File: src/smi_pkg.sv
// Constants and types shared by the serial module I2C slave
package smi_pkg;

    // ==========================================================
    // Register offsets
    localparam logic [2:0] OFS_MODE = 3'h0;
    localparam logic [2:0] OFS_STAT = 3'h1;
    localparam logic [2:0] OFS_OWN = 3'h2;
    localparam logic [2:0] OFS_DATA = 3'h3;
    localparam logic [2:0] OFS_TOUT = 3'h4;

    // ==========================================================
    // Field positions
    localparam int MODE_FSEL_LSB = 5;
    localparam int MODE_DEB_LSB = 2;
    localparam int MODE_EN = 1;
    localparam int MODE_ICF = 0;
    localparam int STAT_HCF = 7;
    localparam int STAT_ADDRESS_MATCH_FLAG = 6;
    localparam int STAT_HBB = 5;
    localparam int STAT_HTX = 4;
    localparam int STAT_TRANSMIT_ACK_BIT = 3;
    localparam int STAT_SRW = 2;
    localparam int STAT_MATCH_WAKEUP_ENABLE = 1;
    localparam int STAT_RECEIVE_ACK_FLAG = 0;
    localparam int IDX_SCL = 1;
    localparam int IDX_SDA = 0;

    // ==========================================================
    // Encodings, reset values and counts
    localparam logic [2:0] FSEL_I2C = 3'h6;
    localparam logic [2:0] FSEL_RST = 3'h7;
    localparam logic [1:0] DEB_NONE = 2'h0;
    localparam logic [1:0] DEB_TWO_SEL = 2'h1;
    localparam logic [2:0] DEB_TWO = 3'h2;
    localparam logic [2:0] DEB_FOUR = 3'h4;
    localparam logic [3:0] BITS_PER_BYTE = 4'h8;
    localparam logic HCF_RST = 1'b1;
    localparam logic RECEIVE_ACK_FLAG_RST = 1'b1;
    localparam logic [7:0] DATA_RST = 8'h00;

    // ==========================================================
    // Types
    typedef enum logic [3:0] {
        PH_IDLE,
        PH_ADDR,
        PH_ADDR_ACK,
        PH_RX,
        PH_RX_ACK,
        PH_TX,
        PH_TX_ACK,
        PH_HOLD,
        PH_WAIT_STOP
    } smi_phase_t;

    typedef struct packed {
        logic [2:0] addr;
        logic [7:0] wdata;
        logic wr;
        logic rd;
    } smi_reg_req_t;

    typedef struct packed {
        logic [2:0] fsel;
        logic [1:0] deb;
        logic en;
        logic en_d;
        logic icf;
        logic transfer_complete_flag;
        logic address_match_flag;
        logic bus_busy_flag;
        logic transmit_select;
        logic transmit_ack_bit;
        logic master_direction_flag;
        logic match_wakeup_enable;
        logic receive_ack_flag;
        logic [7:0] own;
        logic [7:0] data;
        logic [7:0] tout;
        logic [7:0] rdata;
        logic [1:0] sync1;
        logic [1:0] sync2;
        logic [1:0] filt;
        logic [1:0] fprev;
        logic [1:0][2:0] dcnt;
        smi_phase_t st;
        logic [3:0] cnt;
        logic [7:0] shift;
        logic sda_oe;
        logic scl_oe;
        logic drv_lvl;
        logic pins_en;
        logic irq;
        logic wake;
    } smi_state_t;

endpackage

File: src/smi_i2c_slave.sv
// I2C slave engine with its register file for the serial module
`timescale 1ns/1ps

// Overview of operation
// - Three-bit field selects module function
// - Debounce inputs: none, two or four clocks
// - Disabled module releases pins, stays idle
// - Enable rise resets flags, keeps select bits
// - Own address in bits 7..1, bit0 free
// - Selected only when address equals own address
// - One data register carries every data byte
// - Complete flag rises after byte, raises interrupt
// - Start and data read in receive mode clear; byte, stop set
// - Address match flag follows comparison result
// - Busy flag set by start, cleared by stop
// - Transmit select picks receiver or transmitter
// - Ninth clock drives transmit acknowledge bit
// - Direction flag stores address byte's last bit
// - Address match wakes device when enabled
// - Receive acknowledge flag records master response
// - Incomplete flag stored, unused in I2C mode
// - Start is SDA falling while SCL high
// - Acknowledge matched address on ninth clock
// - Release SDA when master does not acknowledge
module smi_i2c_slave
    import smi_pkg::*;
(
    // Clock and reset
    input wire logic sys_clk_in,
    input wire logic rst_n_in,
    // Register port
    input wire smi_reg_req_t reg_req_in,
    output logic [7:0] reg_rdata_out,
    // Bus pins, open drain
    input wire logic scl_in,
    output logic scl_out,
    output logic scl_oe_out,
    input wire logic sda_in,
    output logic sda_out,
    output logic sda_oe_out,
    // System signals
    output logic pins_en_out,
    output logic irq_out,
    output logic wake_out
);

    // ==========================================================
    // State
    smi_state_t q;
    smi_state_t d;
    logic act;
    logic scl_rise;
    logic scl_fall;
    logic start_det;
    logic stop_det;
    logic dacc;
    logic match;
    logic [2:0] need;

    assign act = q.en && q.en_d && (q.fsel == FSEL_I2C);
    assign scl_rise = q.filt[IDX_SCL] && !q.fprev[IDX_SCL];
    assign scl_fall = !q.filt[IDX_SCL] && q.fprev[IDX_SCL];
    assign start_det = q.filt[IDX_SCL] && q.fprev[IDX_SCL] && q.fprev[IDX_SDA]
        && !q.filt[IDX_SDA];
    assign stop_det = q.filt[IDX_SCL] && q.fprev[IDX_SCL] && !q.fprev[IDX_SDA]
        && q.filt[IDX_SDA];
    assign dacc = (reg_req_in.wr || reg_req_in.rd) && (reg_req_in.addr == OFS_DATA);
    assign match = (q.shift[7:1] == q.own[7:1]);
    assign need = (q.deb == DEB_NONE) ? 3'h0 : (q.deb == DEB_TWO_SEL) ? DEB_TWO : DEB_FOUR;

    // ==========================================================
    // Next state
    always_comb begin
        logic [7:0] stat;
        logic [7:0] txb;
        stat = 8'h00;
        txb = 8'h00;
        d = q;
        d.irq = 1'b0;
        d.wake = 1'b0;
        d.rdata = 8'h00;
        d.en_d = q.en;
        // Pin synchronisers and debounce
        d.sync1 = {scl_in, sda_in};
        d.sync2 = q.sync1;
        d.fprev = q.filt;
        for (int i = 0; i < 2; i++) begin
            if (need == 3'h0) begin
                d.filt[i] = q.sync2[i];
                d.dcnt[i] = 3'h0;
            end else if (q.sync2[i] == q.filt[i]) begin
                d.dcnt[i] = 3'h0;
            end else if (q.dcnt[i] + 3'h1 >= need) begin
                d.filt[i] = q.sync2[i];
                d.dcnt[i] = 3'h0;
            end else begin
                d.dcnt[i] = q.dcnt[i] + 3'h1;
            end
        end
        // Register reads
        stat[STAT_HCF] = q.transfer_complete_flag;
        stat[STAT_ADDRESS_MATCH_FLAG] = q.address_match_flag;
        stat[STAT_HBB] = q.bus_busy_flag;
        stat[STAT_HTX] = q.transmit_select;
        stat[STAT_TRANSMIT_ACK_BIT] = q.transmit_ack_bit;
        stat[STAT_SRW] = q.master_direction_flag;
        stat[STAT_MATCH_WAKEUP_ENABLE] = q.match_wakeup_enable;
        stat[STAT_RECEIVE_ACK_FLAG] = q.receive_ack_flag;
        if (reg_req_in.rd) begin
            case (reg_req_in.addr)
                OFS_MODE: d.rdata = {q.fsel, 1'b0, q.deb, q.en, q.icf};
                OFS_STAT: d.rdata = stat;
                OFS_OWN: d.rdata = q.own;
                OFS_DATA: d.rdata = q.data;
                OFS_TOUT: d.rdata = q.tout;
                default: d.rdata = 8'h00;
            endcase
            if (reg_req_in.addr == OFS_DATA && !q.transmit_select) begin
                d.transfer_complete_flag = 1'b0;
            end
        end
        // Register writes
        if (reg_req_in.wr) begin
            case (reg_req_in.addr)
                OFS_MODE: begin
                    d.fsel = reg_req_in.wdata[MODE_FSEL_LSB +: 3];
                    d.deb = reg_req_in.wdata[MODE_DEB_LSB +: 2];
                    d.en = reg_req_in.wdata[MODE_EN];
                    d.icf = reg_req_in.wdata[MODE_ICF];
                end
                OFS_STAT: begin
                    d.transmit_select = reg_req_in.wdata[STAT_HTX];
                    d.transmit_ack_bit = reg_req_in.wdata[STAT_TRANSMIT_ACK_BIT];
                    d.match_wakeup_enable = reg_req_in.wdata[STAT_MATCH_WAKEUP_ENABLE];
                end
                OFS_OWN: d.own = reg_req_in.wdata;
                OFS_DATA: d.data = reg_req_in.wdata;
                OFS_TOUT: d.tout = reg_req_in.wdata;
                default: ;
            endcase
        end
        // Flag defaults when the module is switched on
        if (q.en && !q.en_d) begin
            d.transfer_complete_flag = HCF_RST;
            d.address_match_flag = 1'b0;
            d.bus_busy_flag = 1'b0;
            d.master_direction_flag = 1'b0;
            d.receive_ack_flag = RECEIVE_ACK_FLAG_RST;
        end
        // Bus engine
        if (!act) begin
            d.st = PH_IDLE;
            d.sda_oe = 1'b0;
            d.scl_oe = 1'b0;
        end else if (start_det) begin
            d.st = PH_ADDR;
            d.cnt = 4'h0;
            d.transfer_complete_flag = 1'b0;
            d.bus_busy_flag = 1'b1;
            d.address_match_flag = 1'b0;
            d.sda_oe = 1'b0;
            d.scl_oe = 1'b0;
        end else if (stop_det) begin
            d.st = PH_IDLE;
            d.bus_busy_flag = 1'b0;
            d.transfer_complete_flag = 1'b1;
            d.sda_oe = 1'b0;
            d.scl_oe = 1'b0;
        end else begin
            unique case (q.st)
                PH_ADDR: begin
                    if (scl_rise) begin
                        d.shift = {q.shift[6:0], q.filt[IDX_SDA]};
                        d.cnt = q.cnt + 4'h1;
                    end else if (scl_fall && q.cnt == BITS_PER_BYTE) begin
                        if (match) begin
                            d.address_match_flag = 1'b1;
                            d.master_direction_flag = q.shift[0];
                            d.irq = 1'b1;
                            d.wake = q.match_wakeup_enable;
                            d.sda_oe = 1'b1;
                            d.st = PH_ADDR_ACK;
                        end else begin
                            d.address_match_flag = 1'b0;
                            d.st = PH_WAIT_STOP;
                        end
                    end
                end
                PH_ADDR_ACK, PH_RX_ACK: begin
                    if (scl_fall) begin
                        d.sda_oe = 1'b0;
                        d.scl_oe = 1'b1;
                        d.st = PH_HOLD;
                    end
                end
                PH_HOLD: begin
                    if (dacc) begin
                        d.scl_oe = 1'b0;
                        d.cnt = 4'h0;
                        if (q.transmit_select) begin
                            txb = reg_req_in.wr ? reg_req_in.wdata : q.data;
                            d.shift = txb;
                            d.sda_oe = !txb[7];
                            d.st = PH_TX;
                        end else begin
                            d.st = PH_RX;
                        end
                    end
                end
                PH_RX: begin
                    if (scl_rise) begin
                        d.shift = {q.shift[6:0], q.filt[IDX_SDA]};
                        d.cnt = q.cnt + 4'h1;
                    end else if (scl_fall && q.cnt == BITS_PER_BYTE) begin
                        d.data = q.shift;
                        d.transfer_complete_flag = 1'b1;
                        d.sda_oe = !q.transmit_ack_bit;
                        d.st = PH_RX_ACK;
                    end
                end
                PH_TX: begin
                    if (scl_rise) begin
                        d.cnt = q.cnt + 4'h1;
                    end else if (scl_fall) begin
                        if (q.cnt == BITS_PER_BYTE) begin
                            d.sda_oe = 1'b0;
                            d.transfer_complete_flag = 1'b1;
                            d.st = PH_TX_ACK;
                        end else begin
                            d.shift = {q.shift[6:0], 1'b0};
                            d.sda_oe = !q.shift[6];
                        end
                    end
                end
                PH_TX_ACK: begin
                    if (scl_rise) begin
                        d.receive_ack_flag = q.filt[IDX_SDA];
                    end else if (scl_fall) begin
                        if (q.receive_ack_flag) begin
                            d.st = PH_WAIT_STOP;
                        end else begin
                            d.scl_oe = 1'b1;
                            d.st = PH_HOLD;
                        end
                    end
                end
                PH_IDLE, PH_WAIT_STOP: ;
            endcase
        end
        // A rising complete flag raises the interrupt
        if (d.transfer_complete_flag && !q.transfer_complete_flag) begin
            d.irq = 1'b1;
        end
        d.pins_en = d.en && (d.fsel == FSEL_I2C);
        d.drv_lvl = 1'b0;
    end

    // ==========================================================
    // State register
    always_ff @(posedge sys_clk_in) begin
        if (!rst_n_in) begin
            q <= '0;
            q.fsel <= FSEL_RST;
            q.transfer_complete_flag <= HCF_RST;
            q.receive_ack_flag <= RECEIVE_ACK_FLAG_RST;
            q.data <= DATA_RST;
            q.sync1 <= 2'h3;
            q.sync2 <= 2'h3;
            q.filt <= 2'h3;
            q.fprev <= 2'h3;
        end else begin
            q <= d;
        end
    end

    assign reg_rdata_out = q.rdata;
    assign scl_out = q.drv_lvl;
    assign scl_oe_out = q.scl_oe;
    assign sda_out = q.drv_lvl;
    assign sda_oe_out = q.sda_oe;
    assign pins_en_out = q.pins_en;
    assign irq_out = q.irq;
    assign wake_out = q.wake;

    // ==========================================================
    // Checks
    a_mode_pin_release: assert property (
        @(posedge sys_clk_in) disable iff (!rst_n_in)
        (q.fsel != FSEL_I2C) |=> !scl_oe_out && !sda_oe_out)
        else $error("pins driven outside I2C mode");

    a_off_idle: assert property (
        @(posedge sys_clk_in) disable iff (!rst_n_in)
        !q.en ##1 !q.en |-> !pins_en_out && q.st == PH_IDLE)
        else $error("disabled module still active");

    a_deb_glitch: assert property (
        @(posedge sys_clk_in) disable iff (!rst_n_in)
        (q.deb != DEB_NONE && q.dcnt[IDX_SDA] == 3'h0
            && q.sync2[IDX_SDA] != q.filt[IDX_SDA])
        |=> q.filt[IDX_SDA] == $past(q.filt[IDX_SDA]))
        else $error("debounce passed a one-cycle change");

    a_enable_flags: assert property (
        @(posedge sys_clk_in) disable iff (!rst_n_in)
        (q.en && !q.en_d && !reg_req_in.wr)
        |=> q.transfer_complete_flag && !q.address_match_flag && !q.bus_busy_flag && !q.master_direction_flag && q.receive_ack_flag
            && q.transmit_select == $past(q.transmit_select) && q.transmit_ack_bit == $past(q.transmit_ack_bit))
        else $error("flags not defaulted on enable");

    a_start_flags: assert property (
        @(posedge sys_clk_in) disable iff (!rst_n_in)
        act && start_det |=> !q.transfer_complete_flag && q.bus_busy_flag && q.st == PH_ADDR)
        else $error("start not handled");

    a_stop_flags: assert property (
        @(posedge sys_clk_in) disable iff (!rst_n_in)
        act && stop_det |=> q.transfer_complete_flag && !q.bus_busy_flag && !scl_oe_out && !sda_oe_out)
        else $error("stop not handled");

    a_addr_ack: assert property (
        @(posedge sys_clk_in) disable iff (!rst_n_in)
        (act && q.st == PH_ADDR && scl_fall && q.cnt == BITS_PER_BYTE && match)
        |=> sda_oe_out && q.address_match_flag && irq_out && q.master_direction_flag == $past(q.shift[0]))
        else $error("matched address not acknowledged");

    a_addr_miss: assert property (
        @(posedge sys_clk_in) disable iff (!rst_n_in)
        (act && q.st == PH_ADDR && scl_fall && q.cnt == BITS_PER_BYTE && !match)
        |=> !q.address_match_flag && !sda_oe_out && q.st == PH_WAIT_STOP)
        else $error("foreign address answered");

    a_wake_match: assert property (
        @(posedge sys_clk_in) disable iff (!rst_n_in)
        wake_out |-> $past(q.match_wakeup_enable) && q.address_match_flag && $rose(q.address_match_flag))
        else $error("wake without enabled match");

    a_rx_ack_bit: assert property (
        @(posedge sys_clk_in) disable iff (!rst_n_in)
        (act && q.st == PH_RX && scl_fall && q.cnt == BITS_PER_BYTE)
        |=> sda_oe_out == !$past(q.transmit_ack_bit) && q.transfer_complete_flag && q.data == $past(q.shift))
        else $error("received byte not acknowledged per setting");

    a_hcf_irq: assert property (
        @(posedge sys_clk_in) disable iff (!rst_n_in)
        $rose(q.transfer_complete_flag) |-> irq_out)
        else $error("complete flag rose without interrupt");

    a_hold_stretch: assert property (
        @(posedge sys_clk_in) disable iff (!rst_n_in)
        (act && q.st == PH_HOLD && !dacc && !start_det && !stop_det)
        |=> scl_oe_out && q.st == PH_HOLD)
        else $error("clock released before data access");

    a_nack_release: assert property (
        @(posedge sys_clk_in) disable iff (!rst_n_in)
        (act && q.st == PH_TX_ACK && scl_fall && q.receive_ack_flag)
        |=> !sda_oe_out && !scl_oe_out && q.st == PH_WAIT_STOP)
        else $error("SDA held after master nack");

    a_receive_ack_flag_sample: assert property (
        @(posedge sys_clk_in) disable iff (!rst_n_in)
        (act && q.st == PH_TX_ACK && scl_rise)
        |=> q.receive_ack_flag == $past(q.filt[IDX_SDA]))
        else $error("master response not recorded");

endmodule // smi_i2c_slave

File: config.mk
export PLATFORM = sky130hd
export DESIGN_NAME = smi_i2c_slave
export DESIGN_NICKNAME = d
export VERILOG_FILES = /design/src/smi_pkg.sv /design/src/smi_i2c_slave.sv
export SDC_FILE = /design/constraint.sdc
export NUM_CORES = 1
export LEC_CHECK = 0
export BUFFER_PORTS_ARGS = -buffer_cell sky130_fd_sc_hd__buf_4
export CORE_MARGIN = 3
export CORE_UTILIZATION = 50
export CTS_CLUSTER_SIZE = 40
export DETAILED_ROUTE_END_ITERATION = 10
export PLACE_DENSITY = 0.68
export REMOVE_ABC_BUFFERS = 1
export SLEW_MARGIN = 20
export SYNTH_ARGS = -nofsm -noshare
export SYNTH_HDL_FRONTEND = slang
export SYNTH_SLANG_ARGS = --single-unit
File: constraint.sdc
create_clock -name sys_clk_in -period 1.9 [get_ports sys_clk_in]
set_input_delay 0.38 -clock sys_clk_in [delete_from_list [all_inputs] [get_ports sys_clk_in]]
set_output_delay 0.38 -clock sys_clk_in [all_outputs]
set_load 0.01 [all_outputs]
# Word level (Yosys, flattened, before mapping)
# Cells that the tools add are included.
classes:
  mux: 98
  n_eq_ne: 51
  div_mod_pow: 0
  reduce_logical: 57
  multipliers: 0
  bitwise: 7
  magnitude_cmp: 2
  n_addsub: 3
  n_shift: 0
op_table:
  columns: ["op", "n"]
  rows:
  - ["2-to-1 mux 8 bit", 10]
  - ["2-to-1 mux 4 bit", 13]
  - ["2-to-1 mux 1 bit", 45]
  - ["!= test 4 bit (second input constant)", 11]
  - ["case mux 8 bit (5 select lines)", 1]
  - ["!= test 2 bit (second input constant)", 18]
  - ["case mux 12 bit (3 select lines)", 1]
  - ["2-to-1 mux 9 bit", 3]
  - ["2-to-1 mux 12 bit", 2]
  - ["case mux 4 bit (6 select lines)", 1]
  - ["AND reduction 12 bit", 2]
  - ["2-to-1 mux 18 bit", 1]
  - ["2-to-1 mux 3 bit", 6]
  - ["== test 4 x 3 -> 1 bit (second input constant)", 4]
  - ["2-to-1 mux 16 bit", 1]
  - ["2-to-1 mux 2 bit", 8]
  - ["AND reduction 2 bit", 8]
  - ["logical AND 1 bit", 15]
  - ["2-to-1 mux 6 bit", 2]
  - ["AND reduction 6 bit", 2]
  - ["OR reduction 4 bit", 3]
  - ["AND reduction 11 bit", 1]
  - ["logical NOT 1 bit", 10]
  - ["AND reduction 10 bit", 1]
  - ["other kinds (31)", 49]
word_totals:
  mem_bits_rw: 0
  wordCells: 252
  mem_bits_ro: 0
  in_bits: 17
  regBits: 84
  latch_bits: 0
  mem_count: 0
  output_inout_bits: 15

# Logic depth before layout (Yosys ltp)
# Gate-level depths: netlist (run 1).
depth:
  word_depth: 14
  depth_mapped: 8
  ltp_nobuf: 8

# Worst setup path before layout (run 1)
# OpenSTA, ideal clock, no wires.
synth_timing:
  kind: "register to register"
  from: "reg q[22] (netlist name)"
  to: "reg q[24] (netlist name)"
  path_buffers: 0
  path_stages_with_launch: 9
  t_required_ns: 1.835
  setup_slack_ns: 0.182
  setup_time_ns: 0.065
  arrival_time_ns: 1.652
  cell_sequence: "dfxtp_1 -> ha_1 -> inv_1 -> ha_1 -> nand2_1 -> nand2_1 -> a21o_1 -> or3_1 -> nor2b_1"
synth_via:
  elab_chain_cells: 3
synth_lines:
  columns: ["item", "line", "text"]
  rows:
  - ["start: declaration", "smi_i2c_slave.sv:49", "smi_state_t q;"]
  - ["adder 3 x 1 -> 3 bit (*)", "smi_i2c_slave.sv:93, smi_i2c_slave.sv:97", null]
  - ["greater-or-equal comparator 3 bit", "smi_i2c_slave.sv:93", "end else if (q.dcnt[i] + 3'h1 >= need) begin"]
  - ["OR reduction 4 bit (no line)", null, null]
# Mark *: on every way between the ends. The rest lies on a longest branch, timed or not.
# A chain may end at the register's enable or synchronous reset.

# Final worst setup path (run 1)
# Ends and elaborated chain as after synthesis.

==> results of run 1 <==
==> metrics by stage <==
| stage | setup TNS [ns] | instances | setup WS [ns] | utilization |
|---|---|---|---|---|
| 2_1_floorplan | -0.901 | 491 | -0.138 | - |
| 3_3_place_gp | 0 | 658 | 0.0661 | 0.566 |
| 3_5_place_dp | 0 | 658 | 0.0474 | 0.566 |
| 4_1_cts | 0 | 674 | 0.0267 | 0.594 |
| 6_report | 0 | 676 | 0.0620 | 0.601 |
| 5_1_grt | -0.00920 | 676 | -0.00646 | 0.601 |
==> state kept, by name, indices dropped and copies added, names as in the netlist <==
| name | count |
|---|---|
| d | 5 |
| reg_rdata_out | 8 |
| q | 65 |
| wake_out | 1 |
| sda_oe_out | 1 |
| scl_oe_out | 1 |
| pins_en_out | 1 |
| irq_out | 1 |
==> layout make-up <==
cell class | count | area, um^2 | area share
Multi-Input combinational cell | 394 | 2440 | 0.486
Sequential cell | 83 | 1660 | 0.332
Timing Repair Buffer | 64 | 493 | 0.0983
Tap cell | 105 | 131 | 0.0262
Clock buffer | 9 | 124 | 0.0247
Clock inverter | 7 | 111 | 0.0222
Inverter | 14 | 52.6 | 0.0105
==> per-layer routing <==
| layer | vias to the layer above | track usage |
|---|---|---|
| met5 | - | 0 |
| met4 | 0 | 0.0599 |
| met3 | 13 | 0.0491 |
| met2 | 134 | 0.388 |
| met1 | 1859 | 0.335 |
| li1 | 1926 | - |
==> critical path, cell delays in order, from the launching register on <==
cell and delay, ns:
dfxtp_1 0.34, ha_1 0.27, inv_1 0.05, ha_1 0.29, nand2_1 0.07, nand2_1 0.05
a21o_1 0.19, or3_4 0.40, nor2b_1 0.13
==> cell families (layout without fill, tap and decap cells) <==
group,Yosys count,in the layout
AND/OR/NAND/NOR,227,227
AO/OA/AOI/OAI,121,121
flip-flops,83,83
buffers and inverters,57,94
multiplexers,22,22
XOR/XNOR,14,14
adder cells (fa/ha/maj),8,8
other,1,2
==> power by group through the flow <==
stage	Combinational [mW]	Sequential, mW	Clock, mW
final	0.266	1.78	1.48
after global routing	0.288	1.79	1.58
after CTS	0.263	1.78	1.51
after detailed placement	0.262	1.82	0
after global placement	0.258	1.82	0
after floorplan	0.119	1.82	0
==> synth_stat cells (all sizes together) (2+ instances only) <==
cell type / n
nand2b: 12
a21o: 2
ha: 8
nand4b: 3
dfxtp: 83
o311ai: 3
and4b: 2
clkbuf: 14
buf: 29
nand3: 37
xnor2: 7
a211oi: 2
o2111ai: 3
o21ai: 30
nor3: 4
nand2: 89
nor2b: 7
a311oi: 8
a2111oi: 2
o32ai: 2
o211ai: 3
nand3b: 4
or3: 3
or2: 2
inv: 14
a22oi: 6
a31oi: 8
and2: 6
nor3b: 4
xor2: 7
and3: 3
nor2: 38
and3b: 2
a21oi: 45
nand4: 7
mux2i: 20
==> final timing paths <==
path / endpoint
setup reg to reg: q[24]
hold reg to reg: q[32]
hold / removal: d[33]
setup / recovery: q[24]
==> timing repair <==
item,4_1_cts,5_1_grt
setup endpoints to repair,0,20
setup buffers,0,2
gates resized for setup,0,16
==> impl_metrics.tcl, run 1 <==
set metrics [dict create \
    ctsRootBufferMaster "clkbuf_8" \
    gr-total-overflow 0 \
    dp_hpwl_um 8770 \
    routed-via-count 3932 \
    drive_gt1_frac 0.201 \
    syn_area_um2 4360 \
    maxUsedRoutingLayer "met4" \
    grt_max_degree 36 \
    setup-violations-final 0 \
    drc 0 \
    synth.ff_latch_count 83 \
    power.static_leakage_nw 1.95 \
    synth_top_flop_cell "dfxtp_1" \
    report.final.hold_viol_count 0 \
    fp.dieW_um 99.4 \
    synthDistinctLibCells 64 \
    mostFrequentLayoutCell "nand2_1" \
    synth_xor_xnor_area_share 0.0281 \
    detail_route.wirelength.met1_um 5480 \
    placeableCoreArea_um2 8340 \
    port_buffers 29 \
    power.clock.fraction 0.419 \
    slew-limit-headroom 0.629 \
    grt_antenna_before_repair 0 \
    finalWeightedCongestion 0.966 \
    critPathArrivalTime_ns 2.14 \
    startpoint_type "register" \
    cts_tree "built" \
    synth_async_sr_flop_share 0 \
    nets 591 \
    layout_min_cycle_time_ns 1.84 \
    start_util 0.523 \
    vdd_drop_max_mv 0.383 \
    power_density_nw_per_um2 704 \
    most_used_cells_in_the_layout_excluding_fill_and_tap_cells "nand2_1, dfxtp_1, buf_4" \
    routed_via_density 5.82 \
    hold-worst-slack_ns 0.197 \
    ys_seq_area_frac 0.381 \
    clkSinkCount 83 \
    sw_frac_of_total 0.254 \
    place_area_um2 4720 \
    finalWirelength_um 11700 \
    hold_path.class "in -> reg" \
    synth_top_area_share 0.381 \
    first_global_vias 3718 \
    synth_enable_flop_cells 0 \
    drtAntennaViolNets 0 \
    cts_buffers 9 \
    synth_top_family_by_area "simple AND/OR/NAND/NOR gates" \
    p_switching_mw 0.899 \
    n_antenna_cell 0 \
    clk_pin_slew_ns 0.09 \
    global_route_wire_length_before_repair_um 18900 \
    r2r_slack_ns 0.06 \
    yosys-mux-area-fraction 0.0537 \
    worst_r2r_path_depth 8 \
    slew_at_the_pin_closest_to_its_max_slew_limit_ns 0.543 \
    worstHoldStart "scl_in" \
    wire_per_inst_um 17.3 \
    critPathCaptureType "register" \
    finalPower_mw 3.53 \
    grt_usage 0.242 \
    postSynthAreaPerCell_um2 8.18 \
    timing.hold.worst_path_depth 2 \
    rows 33 \
    filler_cell_count 765 \
    timing.critical_path.fanout_max 3 \
    final_cell_area_um2 5020 \
    die_area_um2 9870 \
    detail_route.iter0.violations 329 \
    crit_path_start "q[22]" \
    max_freq_ghz 0.544 \
    p_seq_frac 0.505 \
    rr_startpoint "q[22]" \
    run_status "finished, final reports clean" \
    clock_path_buffers 2 \
    dieHeight_um 99.4 \
    combinationalPowerShare 0.075 \
    maxSlewViolCount 0 \
    area_growth_pct 15.1 \
    met3_wl_post_dr_um 665 \
    required_ns 2.20 \
    synth.area.top_cells "dfxtp_1, nand2_1, a21oi_1, mux2i_1, nand3_1" \
    drv.max_cap_violation_count 0 \
    post_cts_hold_buffers 0 \
    synthSimpleGateAreaFrac 0.264 \
    synthAdderAreaFrac 0.0230 \
    worst_skew_pair.late_latency_ns 0.37 \
    h-tree-depth 3 \
    synth_compound_gate_area_share 0.180 \
    intPower_mw 2.63 \
    synthDominantAreaCellType "dfxtp_1" \
    design.portCount 32 \
    finalCritPeriodShare 0.967 \
    wl_met2_um 5440 \
    ys.warnings.count 0 \
    critPathKind "reg -> reg" \
    finalClockSkew_ns 0.0128 \
    mapped_cells 533 \
    drt_pass1_iterations 5 \
]
Note: power is estimated with default switching activity, not from simulation.
==> run 2: changes to the inputs <==
--- a/config.mk
+++ b/config.mk
@@ -5,12 +5,11 @@
 export SDC_FILE = /design/constraint.sdc
 export NUM_CORES = 1
 export LEC_CHECK = 0
-export BUFFER_PORTS_ARGS = -buffer_cell sky130_fd_sc_hd__buf_4
 export CORE_MARGIN = 3
 export CORE_UTILIZATION = 50
 export CTS_CLUSTER_SIZE = 40
 export DETAILED_ROUTE_END_ITERATION = 10
-export PLACE_DENSITY = 0.68
+export DONT_BUFFER_PORTS = 1
 export REMOVE_ABC_BUFFERS = 1
 export SLEW_MARGIN = 20
 export SYNTH_ARGS = -nofsm -noshare
==> impl_metrics.tcl, run 2 (synthesized netlist as in run 1, its figures left out) <==
set metrics [dict create \
    run_status "finished, final reports clean" \
    critPathArrivalTime_ns 2.14 \
    gr-total-overflow 0 \
    maxSlewViolCount 0 \
    vdd_drop_max_mv 0.350 \
    power.static_leakage_nw 1.80 \
    global_route.usage.met2 0.371 \
    finalPower_mw 3.56 \
    p_switching_mw 0.831 \
    wire_per_inst_um 18.4 \
    largest_register_ff_count 65 \
    p_seq_frac 0.501 \
    routed_via_density 5.90 \
    worst_skew_pair.late_latency_ns 0.36 \
    finalClockSkew_ns 0.0140 \
    finalCritPeriodShare 0.975 \
    area.sequential_um2 1670 \
    r2r_slack_ns 0.05 \
    first_global_vias 3633 \
    critical_path.reg2reg.endpoint "q[23]" \
    area_growth_pct 10.2 \
    placeableCoreArea_um2 8340 \
    number_of_standard_cells_in_the_layout_taps_in_and_fillers_out 643 \
    power.clock.fraction 0.451 \
    setup_ws_ns 0.0478 \
    fp.dieW_um 99.4 \
    slew-limit-headroom 0.616 \
    drv.max_cap_violation_count 0 \
    rsz0062_at_grt "true" \
    nets 558 \
    clock_path_buffers 2 \
    clk_pin_slew_ns 0.09 \
    power_density_nw_per_um2 742 \
    dp_hpwl_um 8710 \
    place_worst_setup_slack_ns 0.0630 \
    drt_pass1_iterations 5 \
    dieHeight_um 99.4 \
    drc 0 \
    multiInputGateArea_um2 2450 \
    timing.critical_path.fanout_max 3 \
    die_area_um2 9870 \
    most_used_cells_in_the_layout_excluding_fill_and_tap_cells "nand2_1, dfxtp_1, a21oi_1" \
    combinationalPowerShare 0.048 \
    intPower_mw 2.73 \
    grt_antenna_before_repair 0 \
    max_freq_ghz 0.540 \
    report.final.hold_viol_count 0 \
    cts_tree "built" \
    mostFrequentLayoutCell "nand2_1" \
    rows 33 \
    top_register "q" \
    port_buffers 0 \
    finalWeightedCongestion 0.907 \
    cts_buffers 9 \
    busiest_layer "met2" \
    critPathKind "reg -> reg" \
    drtAntennaViolNets 0 \
    filler_cell_count 796 \
    finalWirelength_um 11800 \
    setup-violations-final 0 \
    ctsRootBufferMaster "clkbuf_8" \
    n_antenna_cell 0 \
    drive_gt1_frac 0.160 \
    crit_path_start "q[22]" \
    routed-via-count 3796 \
    global_route_wire_length_before_repair_um 19300 \
    globalRouteMet3Util 0.0414 \
    hold_path.class "in -> reg" \
    rr_startpoint "q[22]" \
    worst_r2r_path_depth 8 \
    post_cts_hold_buffers 0 \
    sw_frac_of_total 0.233 \
    post-place-cells 625 \
    start_util 0.523 \
    startpoint_type "register" \
    globalRouteMet1Util 0.355 \
    clkSinkCount 83 \
    grt_max_degree 43 \
    layout_min_cycle_time_ns 1.85 \
    required_ns 2.19 \
    slew_at_the_pin_closest_to_its_max_slew_limit_ns 0.561 \
    h-tree-depth 3 \
    design.portCount 32 \
    timing.critical_path.to "q[23]" \
    detail_route.iter0.violations 234 \
    grt_usage 0.246 \
    critPathCaptureType "register" \
]
-- run 2: area by class of cell --
| cell class | instances | area share |
|---|---|---|
| well taps | 105 | 0.0273 |
| clock buffers | 9 | 0.0258 |
| clock inverters | 7 | 0.0266 |
| repair buffers | 31 | 0.0510 |
| flip-flops and latches | 83 | 0.347 |
| multi-input cells | 394 | 0.511 |
| inverters | 14 | 0.0109 |
-- run 2: how the worst min path moves through the flow --
| stage | from | endpoint | slack [ns] | depth (start not counted) |
|---|---|---|---|---|
| 4_1_cts | rst_n_in | q[75] | 0.08 | 1 |
| 5_1_grt | rst_n_in | q[68] | 0.09 | 1 |
| 3_5_place_dp | d[32] | q[32] | 0.39 | 1 |
| 2_1_floorplan | d[32] | q[32] | 0.39 | 1 |
| 6_report | rst_n_in | q[75] | 0.10 | 1 |
| 3_3_place_gp | d[32] | q[32] | 0.39 | 1 |
-- run 2: worst max-delay path: stages (launching register included) --
cell,delay (ns)
dfxtp_2,0.34
ha_1,0.29
inv_1,0.12
ha_4,0.22
nand2_1,0.08
nand2_1,0.05
a21o_1,0.19
or3_4,0.39
nor2_1,0.12
-- run 2: power by group through the flow --
stage	Clock [mW]	Sequential [mW]	Combinational [mW]
final	1.61	1.79	0.171
after CTS	1.63	1.78	0.168
after global routing	1.69	1.79	0.189
after floorplan	0	1.82	0.119
after detailed placement	0	1.83	0.167
after global placement	0	1.83	0.165
-- run 2: layer usage --
metal	vias to the layer above	wire length, um
li1	1870	-
met1	1797	5660
met4	0	292
met2	100	5280
met3	29	619
met5	-	0
-- run 2: stage by stage --
stage | hold slack (ns) | setup TNS [ns] | util | instance area (um^2)
3_3_place_gp | 0.389 | 0 | 0.536 | 4470
4_1_cts | 0.0802 | 0 | 0.567 | 4730
3_5_place_dp | 0.395 | 0 | 0.536 | 4470
6_report | 0.103 | 0 | 0.576 | 4800
5_1_grt | 0.0940 | -0.116 | 0.576 | 4800
2_1_floorplan | 0.386 | -0.901 | - | 4110
-- run 2: repair_timing --
action                     4_1_cts  5_1_grt
buffers inserted                 0        2
setup endpoints to repair        0       15
resized for setup                0       19
